--- config.mk ---
export PLATFORM = sky130hd
export DESIGN_NAME = scd_clock_select
export DESIGN_NICKNAME = d
export VERILOG_FILES = /design/src/scd_pkg.sv /design/src/scd_if.sv /design/src/scd_divider.sv /design/src/scd_clock_select.sv
export VERILOG_INCLUDE_DIRS = /design/src /design/src/src
export SDC_FILE = /design/constraint.sdc
export NUM_CORES = 1
export LEC_CHECK = 0
export ABC_AREA = 1
export BUFFER_PORTS_ARGS = -buffer_cell sky130_fd_sc_hd__buf_4
export CORE_MARGIN = 10
export CORE_UTILIZATION = 40
export DETAILED_ROUTE_END_ITERATION = 8
export GPL_ROUTABILITY_DRIVEN = 1
export PLACE_DENSITY_LB_ADDON = 0.25
export SLEW_MARGIN = 40
export SYNTH_ARGS = -nofsm -noshare
export SYNTH_HDL_FRONTEND = slang
export SYNTH_HIERARCHICAL = 1
export SYNTH_SLANG_ARGS = --single-unit
--- constraint.sdc ---
create_clock -name i_sys_clk -period 4.3 [get_ports i_sys_clk]
set_input_delay 1.29 -clock i_sys_clk [delete_from_list [all_inputs] [get_ports i_sys_clk]]
set_output_delay 1.29 -clock i_sys_clk [all_outputs]
set_load 0.01 [all_outputs]
--- src/scd_defines.svh ---
`ifndef SCD_DEFINES_SVH
`define SCD_DEFINES_SVH
`define SCD_REG_ADDR        8'ha9
`define SCD_RDY_BIT         7
`define SCD_DIV_MSB         6
`define SCD_DIV_LSB         4
`define SCD_RSVD_BIT        3
`define SCD_SRC_MSB         2
`define SCD_SRC_LSB         0
`define SCD_RESET_DIV       3'h0
`define SCD_RESET_SRC       3'h2
`define SCD_SRC_PREC        3'h0
`define SCD_SRC_EXT         3'h1
`define SCD_SRC_LP_DIV8     3'h2
`define SCD_SRC_RTC         3'h3
`define SCD_SRC_LP          3'h4
`define SCD_NUM_SRC         5
`define SCD_MAX_DIV_CYCLES  128
`endif

--- src/scd_pkg.sv ---
package scd_pkg;
  typedef logic [2:0] scd_div_t;
  typedef logic [2:0] scd_src_t;
  typedef enum logic [1:0] {SCD_SW_IDLE, SCD_SW_OLD, SCD_SW_NEW} scd_sw_e;
endpackage

--- src/scd_if.sv ---
`timescale 1ns/1ps
interface scd_if;
  logic            req_div_load;
  scd_pkg::scd_div_t req_div;
  logic            div_applied;
  logic            div_tick;
  modport ctrl (output req_div_load, output req_div, input div_applied, input div_tick);
  modport divr (input req_div_load, input req_div, output div_applied, output div_tick);
endinterface

--- src/scd_divider.sv ---
`timescale 1ns/1ps
`include "scd_defines.svh"
module scd_divider (
  input  wire logic i_sys_clk,
  input  wire logic i_rst_n,
  input  wire logic i_src_edge,
  scd_if.divr       bus
);
  logic [6:0]        cnt_r,     cnt_nxt;
  scd_pkg::scd_div_t cur_r,     cur_nxt;
  scd_pkg::scd_div_t pend_r,    pend_nxt;
  logic              pend_v_r,  pend_v_nxt;
  logic              tick_r,    tick_nxt;
  logic [6:0]        mask;

  assign mask = 7'((8'h01 << cur_r) - 8'h01);
  assign bus.div_applied = ~pend_v_r & ~bus.req_div_load;
  assign bus.div_tick    = tick_r;

  always_comb begin
    cnt_nxt    = cnt_r;
    cur_nxt    = cur_r;
    pend_nxt   = pend_r;
    pend_v_nxt = pend_v_r;
    tick_nxt   = 1'b0;
    if (bus.req_div_load) begin
      pend_nxt   = bus.req_div;
      pend_v_nxt = 1'b1;
    end
    if (i_src_edge) begin
      // new divide only adopted at a count wrap, so at most 128 source cycles
      if ((cnt_r & mask) == mask) begin
        tick_nxt = 1'b1;
        cnt_nxt  = 7'h00;
        if (pend_v_r && !bus.req_div_load) begin
          cur_nxt    = pend_r; // RULE_02
          pend_v_nxt = 1'b0;   // RULE_10
        end
      end else begin
        cnt_nxt = 7'(cnt_r + 7'h01); // RULE_01
      end
    end
  end

  always_ff @(posedge i_sys_clk or negedge i_rst_n) begin
    if (!i_rst_n) begin
      cnt_r    <= 7'h00;
      cur_r    <= `SCD_RESET_DIV;
      pend_r   <= `SCD_RESET_DIV;
      pend_v_r <= 1'b0;
      tick_r   <= 1'b0;
    end else begin
      cnt_r    <= cnt_nxt;
      cur_r    <= cur_nxt;
      pend_r   <= pend_nxt;
      pend_v_r <= pend_v_nxt;
      tick_r   <= tick_nxt;
    end
  end
endmodule

--- src/scd_clock_select.sv ---
`timescale 1ns/1ps
`include "scd_defines.svh"
// Function
// RULE_01: divide selected source by 1..128, code bits 6:4 ascending powers of two.
// RULE_02: new divide takes effect within 128 undivided source cycles.
// RULE_03: read-only ready flag bit 7; 0 pending, 1 applied.
// RULE_04: software sets divide-by-one before suspend or sleep.
// RULE_05: source may switch live; effective after one period of slower oscillator.
// RULE_06: source code bits 2:0 picks one of five oscillators; rest reserved.
// RULE_07: bit 3 reads zero; software writes zero.
// RULE_08: system clock equals selected oscillator divided by programmed factor.
// RULE_09: software bypasses flash one-shot above 10 MHz system clock.
// RULE_10: ready clears on divide write, sets when divider adopts the value.
module scd_clock_select (
  input  wire logic       i_sys_clk,
  input  wire logic       i_rst_n,
  input  wire logic [4:0] i_osc_edge,
  input  wire logic [7:0] i_reg_addr,
  input  wire logic       i_reg_wr,
  input  wire logic [7:0] i_reg_wdata,
  input  wire logic       i_reg_rd,
  output logic      [7:0] o_reg_rdata,
  output logic      [2:0] o_active_src,
  output logic            o_sys_clk_tick
);
  scd_if dif ();

  scd_pkg::scd_src_t div_sel_r,  div_sel_nxt;
  scd_pkg::scd_src_t src_req_r,  src_req_nxt;
  scd_pkg::scd_src_t src_act_r,  src_act_nxt;
  scd_pkg::scd_sw_e  sw_r,       sw_nxt;
  logic [7:0]        rdata_r,    rdata_nxt;
  logic              wr_hit;
  logic              src_edge;
  logic              old_edge;
  logic              new_edge;
  logic [7:0]        reg_view;

  function automatic logic src_valid(input scd_pkg::scd_src_t s);
    src_valid = (s <= `SCD_SRC_LP); // RULE_06
  endfunction

  assign wr_hit   = i_reg_wr && (i_reg_addr == `SCD_REG_ADDR);
  assign old_edge = i_osc_edge[src_act_r];
  assign new_edge = src_valid(src_req_r) ? i_osc_edge[src_req_r] : 1'b0;
  assign src_edge = (sw_r == scd_pkg::SCD_SW_IDLE) ? old_edge : 1'b0; // RULE_08

  assign dif.req_div_load = wr_hit;
  assign dif.req_div      = i_reg_wdata[`SCD_DIV_MSB:`SCD_DIV_LSB];

  // bit 3 is never stored and reads zero
  assign reg_view = {dif.div_applied, div_sel_r, 1'b0, src_req_r}; // RULE_03 RULE_07

  always_comb begin
    div_sel_nxt = div_sel_r;
    src_req_nxt = src_req_r;
    src_act_nxt = src_act_r;
    sw_nxt      = sw_r;
    rdata_nxt   = rdata_r;
    if (i_reg_rd && (i_reg_addr == `SCD_REG_ADDR)) begin
      rdata_nxt = reg_view;
    end else if (i_reg_rd) begin
      rdata_nxt = 8'h00;
    end
    if (wr_hit) begin
      div_sel_nxt = i_reg_wdata[`SCD_DIV_MSB:`SCD_DIV_LSB]; // RULE_01
      if (src_valid(i_reg_wdata[`SCD_SRC_MSB:`SCD_SRC_LSB])) begin
        src_req_nxt = i_reg_wdata[`SCD_SRC_MSB:`SCD_SRC_LSB]; // RULE_06
      end
    end
    // wait one old-source edge then one new-source edge; covers the slower period
    case (sw_r)
      scd_pkg::SCD_SW_IDLE: begin
        if (src_req_r != src_act_r) begin
          sw_nxt = scd_pkg::SCD_SW_OLD;
        end
      end
      scd_pkg::SCD_SW_OLD: begin
        if (old_edge) begin
          sw_nxt = scd_pkg::SCD_SW_NEW;
        end
      end
      scd_pkg::SCD_SW_NEW: begin
        if (new_edge) begin
          src_act_nxt = src_req_r; // RULE_05
          sw_nxt      = scd_pkg::SCD_SW_IDLE;
        end
      end
      default: begin
        sw_nxt = scd_pkg::SCD_SW_IDLE;
      end
    endcase
  end

  always_ff @(posedge i_sys_clk or negedge i_rst_n) begin
    if (!i_rst_n) begin
      div_sel_r <= `SCD_RESET_DIV;
      src_req_r <= `SCD_RESET_SRC;
      src_act_r <= `SCD_RESET_SRC;
      sw_r      <= scd_pkg::SCD_SW_IDLE;
      rdata_r   <= 8'h00;
    end else begin
      div_sel_r <= div_sel_nxt;
      src_req_r <= src_req_nxt;
      src_act_r <= src_act_nxt;
      sw_r      <= sw_nxt;
      rdata_r   <= rdata_nxt;
    end
  end

  scd_divider u_div (
    .i_sys_clk  (i_sys_clk),
    .i_rst_n    (i_rst_n),
    .i_src_edge (src_edge),
    .bus        (dif.divr)
  );

  assign o_reg_rdata    = rdata_r;
  assign o_active_src   = src_act_r;
  assign o_sys_clk_tick = dif.div_tick; // RULE_08
endmodule

==> results.ini, run 1 <==
[status]
status=finished clean

[pwr]
peakVddDrop_mv=0.247
power_frac_clock_pct=35.3
cellPowerDensity_nw_per_um2=387
p_sw_uw=242
p_leak_nw=1.09
p_comb_share_pct=21.3
power_uw=822
p_sw_share_pct=29.4
power_frac_seq_pct=43.4
p_int_uw=580

[critical_path]
crit_required_ns=4.49
slowest_delay_ns=0.20
crit_arrival_ns=2.63
cp.buffers_inverters=4
crit_family=simple AND/OR/NAND/NOR gates
cp-start-kind=input pin
worstPathMaxFanout=10
end_kind=flop
crit_chain=buf_4 -> inv_1 -> nand2_1 -> nand3_1 -> nand2_1 -> nand2_1 -> a21boi_1 -> buf_4 -> nand3_1 -> nor2_2 -> nand3_1 -> xor2_1 -> nand2_1 -> inv_1
crit_type=input pin to flop
slowest_stage=buf_4
cpMostUsedCell=nand2_1

[layout]
num_antenna_cells=0
postLayoutCellArea_um2=2130
drive_gt1_share_pct=27.0
final_common_cell=nand2_1
nets=273
final_cell_mix=nand2_1 (53), buf_4 (34), inv_1 (31), dfrtp_1 (31), nand3_1 (17)
area_delta_synth_final_pct=23.9

[cts]
cts_tree=yes
cts-resized-gates=0
cts_buffers=5
holdBufCountCts=0
cts.clk_slew.worst_paths_ns=0.07
cts_root_buf=clkbuf_8
clock_sinks=33
htreeDepth=2
clock_latency_ns=0.29
cts_setup_buffers=0
clockBufferDepth=2

[global_route]
first_global_vias=1419
grt_max_degree=34
antenna_found_initial=0
grt_overflow=0
grt_pass1_wl_mm=6.11
groute.usage.overall_pct=10.2

[sta]
fin_tns_setup_ns=0
whs_ns=0.482
clock_skew_ns=0.00476
drv_slew=0
rsz0062_at_grt=false
fmax_ghz=0.409
setup_viol=0
period_needed_ns=2.45
finalHoldViolations=0
min_period_over_period_pct=56.9

[yosys]
synth_top_family_by_area=simple AND/OR/NAND/NOR gates
synth_edf_count=0
synth-simple-area-share_pct=31.1
ys_async_sr_fraction_pct=100
yosysSeqAreaShare_pct=48.3
synth.area.mux_share_pct=1.97
yosysTopAreaCell=dfrtp_1
syn_inst=209
ys_types=30
synthTopCellsByArea=dfrtp_1 (45%), nand2_1 (12%), inv_1 (6.8%)
ys_warn_count=6
yosys.area.top_type_share_pct=45.2
avgSynthCellArea_um2=8.21
synthesis.nets=235
synthFlopType=dfrtp_1
synth-compound-area-share_pct=6.20
synth-seq-cells=33
syn-cell-area_um2=1720
yosys.area_share.adder_pct=0.729
synth_xor_area_share_pct=2.04

[route]
vias_per_cell=4.83
vias=1438
drc_errors=0
wl_per_cell_um=11.6
drt_wl_total_mm=3.45
drt_iter0_drc=58
first_pass_iters=4
ant_nets=0

[placed_design]
port_buffers=33
gp_congestion=0.848
place_area_um2=2010
post-dp-hpwl_mm=2.74

[job]
cap_violations=0

[floorplanning]
coreArea_um2=4090
die_x_um=85.5
rows=23
fp.dieH_um=85.5
io_pins=37
die_area_um2=7310
initial_core_util_pct=42.0

[hold_path]
holdCritPathClass=flop to flop

[routing by layer]
layer / part of all wire, % / wire length, µm / track usage [%]
met4: 1.8 / 62 / 5.39
met1: 44 / 1510 / 11.5
met2: 46 / 1590 / 15.9
met5: 0 / 0 / 0
met3: 8.5 / 295 / 4.68
[sequential cells by signal, indices dropped and copies added, names as in the netlist]
| signal | cells |
|---|---|
| o_reg_rdata | 7 |
| u_div/cnt_r | 7 |
| div_sel_r | 3 |
| o_active_src | 3 |
| src_req_r | 3 |
| u_div/cur_r | 3 |
| u_div/pend_r | 3 |
| sw_r | 2 |
| u_div/bus.div_tick | 1 |
| u_div/pend_v_r | 1 |
[cells in the mapped netlist (2+ instances only)]
cell      number
mux2_2         3
o21ai_1        3
nor2_1        14
inv_1         31
nor2_4         2
nand3_2        7
o21ai_0        7
o22ai_1        4
dfstp_2        2
a21oi_1        3
nand3b_1       2
nand4_1        8
nand2_1       53
inv_2          3
dfrtp_1       31
nor2_2         2
xor2_1         4
nand3_1       17
nand2_2        2
[worst min-delay path: stages, from the launching register on]
cell	delay, ns
dfrtp_1	0.35
nand2_1	0.05
nand2_1	0.05
[power by group through the flow]
| stage | registers [mW] | clock network [mW] | logic (mW) |
|---|---|---|---|
| 2_1_floorplan | 0.363 | 0 | 0.115 |
| 3_3_place_gp | 0.361 | 0 | 0.176 |
| 3_5_place_dp | 0.362 | 0 | 0.177 |
| 4_1_cts | 0.357 | 0.299 | 0.178 |
| 5_1_grt | 0.360 | 0.315 | 0.200 |
| 6_report | 0.356 | 0.290 | 0.175 |
[logic make-up after synthesis]
| group | after synthesis |
|---|---|
| XOR/XNOR | 4 |
| AO/OA/AOI/OAI | 19 |
| AND/OR/NAND/NOR | 109 |
| flip-flops | 33 |
| buffers and inverters | 39 |
| multiplexers | 3 |
| other | 1 |
| adder cells (fa/ha/maj) | 1 |
[layout make-up]
class / instances / area (µm²)
fill: 406 / 1960
sequential: 33 / 828
multi-input combinational: 137 / 726
timing repair buffer: 34 / 255
inverter: 36 / 139
clock buffer: 5 / 68.8
tap: 50 / 62.6
clock inverter: 3 / 46.3
[through the flow]
step	util (%)	worst slack (ns)	cells
after global routing	52.0	1.72	298
after detailed placement	49.2	1.55	290
final	52.0	1.85	298
after global placement	49.2	1.56	290
after floorplan	-	1.80	209
after CTS	52.0	1.86	298
[final timing paths]
kind,start,endpoint,slack (ns),depth (start not counted)
max in group asynchronous,i_rst_n,o_active_src[1],3.05,1
max,i_osc_edge[1],u_div/cnt_r[6],1.85,14
min,div_sel_r[1],div_sel_r[1],0.48,2
min reg2reg,div_sel_r[1],div_sel_r[1],0.48,2
max reg2reg,o_active_src[1],u_div/cnt_r[6],2.44,11
min in group asynchronous,i_rst_n,div_sel_r[1],0.93,1
(Power assumes the default switching activity.)
==> run 2, diff against run 1 <==
Clock period 4.3 ns to 2.4 ns, I/O delays scaled along.
==> run 2 against run 1 <==
Sequential power is 79% higher. Total power is 65% higher. Setup slack worse by 1.3 ns. Wire length is 2.1% higher. Hold slack worse by 0.11 ns. Sequential cell count stayed put. Design area is 1.4% lower. Clock skew is 0.0013 ns higher. Sequential share of layout area is 0.53 points higher. First-iteration DRC count is 97% higher. Largest cell class unchanged.
==> results.ini, run 2 (synthesized netlist as in run 1, its figures left out) <==
[floorplanning]
initial_core_util_pct=42.0  ; unchanged
io_pins=37  ; unchanged
coreArea_um2=4090  ; unchanged
die_x_um=85.5  ; unchanged
fp.dieH_um=85.5  ; unchanged
die_area_um2=7310  ; unchanged
rows=23  ; unchanged

[global_route]
grt_max_degree=34  ; unchanged
first_global_vias=1469  ; was 1419
grt_pass1_wl_mm=6.35  ; was 6.11 mm
grt_overflow=0  ; unchanged
groute.usage.overall_pct=10.5  ; was 10.2%
antenna_found_initial=0  ; unchanged

[critical_path]
cpMostUsedCell=nand2_1  ; unchanged
slowest_delay_ns=0.46  ; was 0.20 ns
r2r_start=o_active_src[0]  ; was o_active_src[1]
slowest_stage=dfrtp_1  ; was buf_4
crit_required_ns=2.58  ; was 4.49 ns
crit_arrival_ns=2.07  ; was 2.63 ns
worstPathMaxFanout=10  ; unchanged
crit_start=o_active_src[0]  ; was i_osc_edge[1]
end_kind=flop  ; unchanged
endpoint=u_div/cnt_r[5]  ; was u_div/cnt_r[6]
crit_chain=inv_2 -> nand2_1 -> nand3_1 -> nand2_1 -> nand2_1 -> a21boi_1 -> buf_4 -> inv_4 -> nor3_2 -> nand3_1 -> xor2_1 -> nor2_2  ; was buf_4 -> inv_1 -> nand2_1 -> nand3_1 -> nand2_1 -> nand2_1 -> a21boi_1 -> buf_4 -> nand3_1 -> nor2_2 -> nand3_1 -> xor2_1 -> nand2_1 -> inv_1
r2r_slack_ns=0.51  ; was 2.44 ns
reg2reg_to=u_div/cnt_r[5]  ; was u_div/cnt_r[6]
crit_type=flop to flop  ; was input pin to flop
reg2reg_depth=12  ; was 11
cp-start-kind=flop  ; was input pin

[cts]
cts-resized-gates=0  ; unchanged
cts_tree=yes  ; unchanged
htreeDepth=2  ; unchanged
clockBufferDepth=2  ; unchanged
cts_buffers=5  ; unchanged
cts_setup_buffers=0  ; unchanged
cts_root_buf=clkbuf_8  ; unchanged
cts.clk_slew.worst_paths_ns=0.07  ; about the same
clock_sinks=33  ; unchanged
holdBufCountCts=0  ; unchanged
clock_latency_ns=0.28  ; was 0.29 ns

[route]
first_pass_iters=4  ; unchanged
drt_wl_total_mm=3.53  ; was 3.45 mm
vias=1437  ; was 1438
drc_errors=0  ; unchanged
drt_iter0_drc=114  ; was 58
vias_per_cell=4.82  ; was 4.83
wl_per_cell_um=11.8  ; was 11.6 µm
ant_nets=0  ; unchanged

[layout]
seqCellArea_um2=828  ; unchanged
num_antenna_cells=0  ; unchanged
final_cell_mix=nand2_1 (53), buf_4 (34), inv_1 (31), dfrtp_1 (31), nand3_1 (17)  ; unchanged
drive_gt1_share_pct=27.0  ; unchanged
nets=273  ; unchanged
postLayoutCellArea_um2=2100  ; was 2130 µm²
area_delta_synth_final_pct=22.2  ; was 23.9%
final_common_cell=nand2_1  ; unchanged
fill_cells=410  ; was 406
multi_input_area_um2=726  ; unchanged

[job]
cap_violations=0  ; unchanged

[pwr]
peakVddDrop_mv=0.354  ; was 0.247 mV
p_leak_nw=1.08  ; was 1.09 nW
cellPowerDensity_nw_per_um2=648  ; was 387 nW/µm²

[placed_design]
port_buffers=33  ; unchanged
gp_congestion=0.828  ; was 0.848
post-dp-hpwl_mm=2.68  ; was 2.74 mm
place_area_um2=2010  ; unchanged

[sta]
drv_slew=0  ; unchanged
rsz0062_at_grt=false  ; unchanged
clock_skew_ns=0.00607  ; was 0.00476 ns
period_needed_ns=1.89
finalHoldViolations=0  ; unchanged
min_period_over_period_pct=78.9
setup_viol=0  ; unchanged
fin_tns_setup_ns=0  ; unchanged
fmax_ghz=0.528

[hold_path]
holdCritPathClass=input pin to async pin  ; was flop to flop

[status]
status=finished clean  ; unchanged

-- run 2: through the flow --
| step | worst slack (ns) | std cells | util, % | hold slack [ns] | total power, mW |
|---|---|---|---|---|---|
| final | 0.506 | 298 | 51.3 | 0.368 | 1.36 |
| after global routing | 0.292 | 298 | 51.3 | 0.391 | 1.46 |
| after CTS | 0.505 | 298 | 51.3 | 0.381 | 1.37 |
| after detailed placement | 0.216 | 290 | 49.2 | 0.474 | 0.961 |
| after global placement | 0.231 | 290 | 49.2 | 0.473 | 0.960 |
| after floorplan | 0.471 | 209 | - | 0.424 | 0.856 |
-- run 2: critical path: cells and delay by family, from the launching register on --
kind                   cells  cell delay, ns
buffers and inverters      3            0.34
AND/OR/NAND/NOR            7            0.69
flip-flops                 1            0.46
XOR/XNOR                   1            0.18
AO/OA/AOI/OAI              1            0.13
-- run 2: worst min-delay path by stage --
stage | start | end
after floorplan | i_rst_n | div_sel_r[0]
after global placement | div_sel_r[1] | div_sel_r[1]
after detailed placement | div_sel_r[1] | div_sel_r[1]
after CTS | i_rst_n | div_sel_r[2]
after global routing | i_rst_n | u_div/pend_r[2]
final | i_rst_n | div_sel_r[2]
-- run 2: layer usage --
metal | vias up | part of all wire (%) | global-route usage [%]
met2 | 32 | 46 | 16.4
met3 | 4 | 7.7 | 4.97
li1 | 739 | - | -
met1 | 662 | 46 | 12.1
met4 | 0 | 0.85 | 4.04
met5 | - | 0 | 0
-- run 2: cell type report --
class	instances	share of cell area (%)
tap	50	2.98
sequential	33	39.5
inverter	36	6.62
multi-input combinational	137	34.6
clock inverter	3	0.835
clock buffer	5	3.28
timing repair buffer	34	12.2
-- run 2: where the power goes --
| group | leakage [nW] | total (mW) | switching, mW | internal, mW |
|---|---|---|---|---|
| registers | 0.437 | 0.639 | 0.0374 | 0.601 |
| clock network | 0.0439 | 0.409 | 0.209 | 0.200 |
| logic | 0.601 | 0.311 | 0.183 | 0.127 |
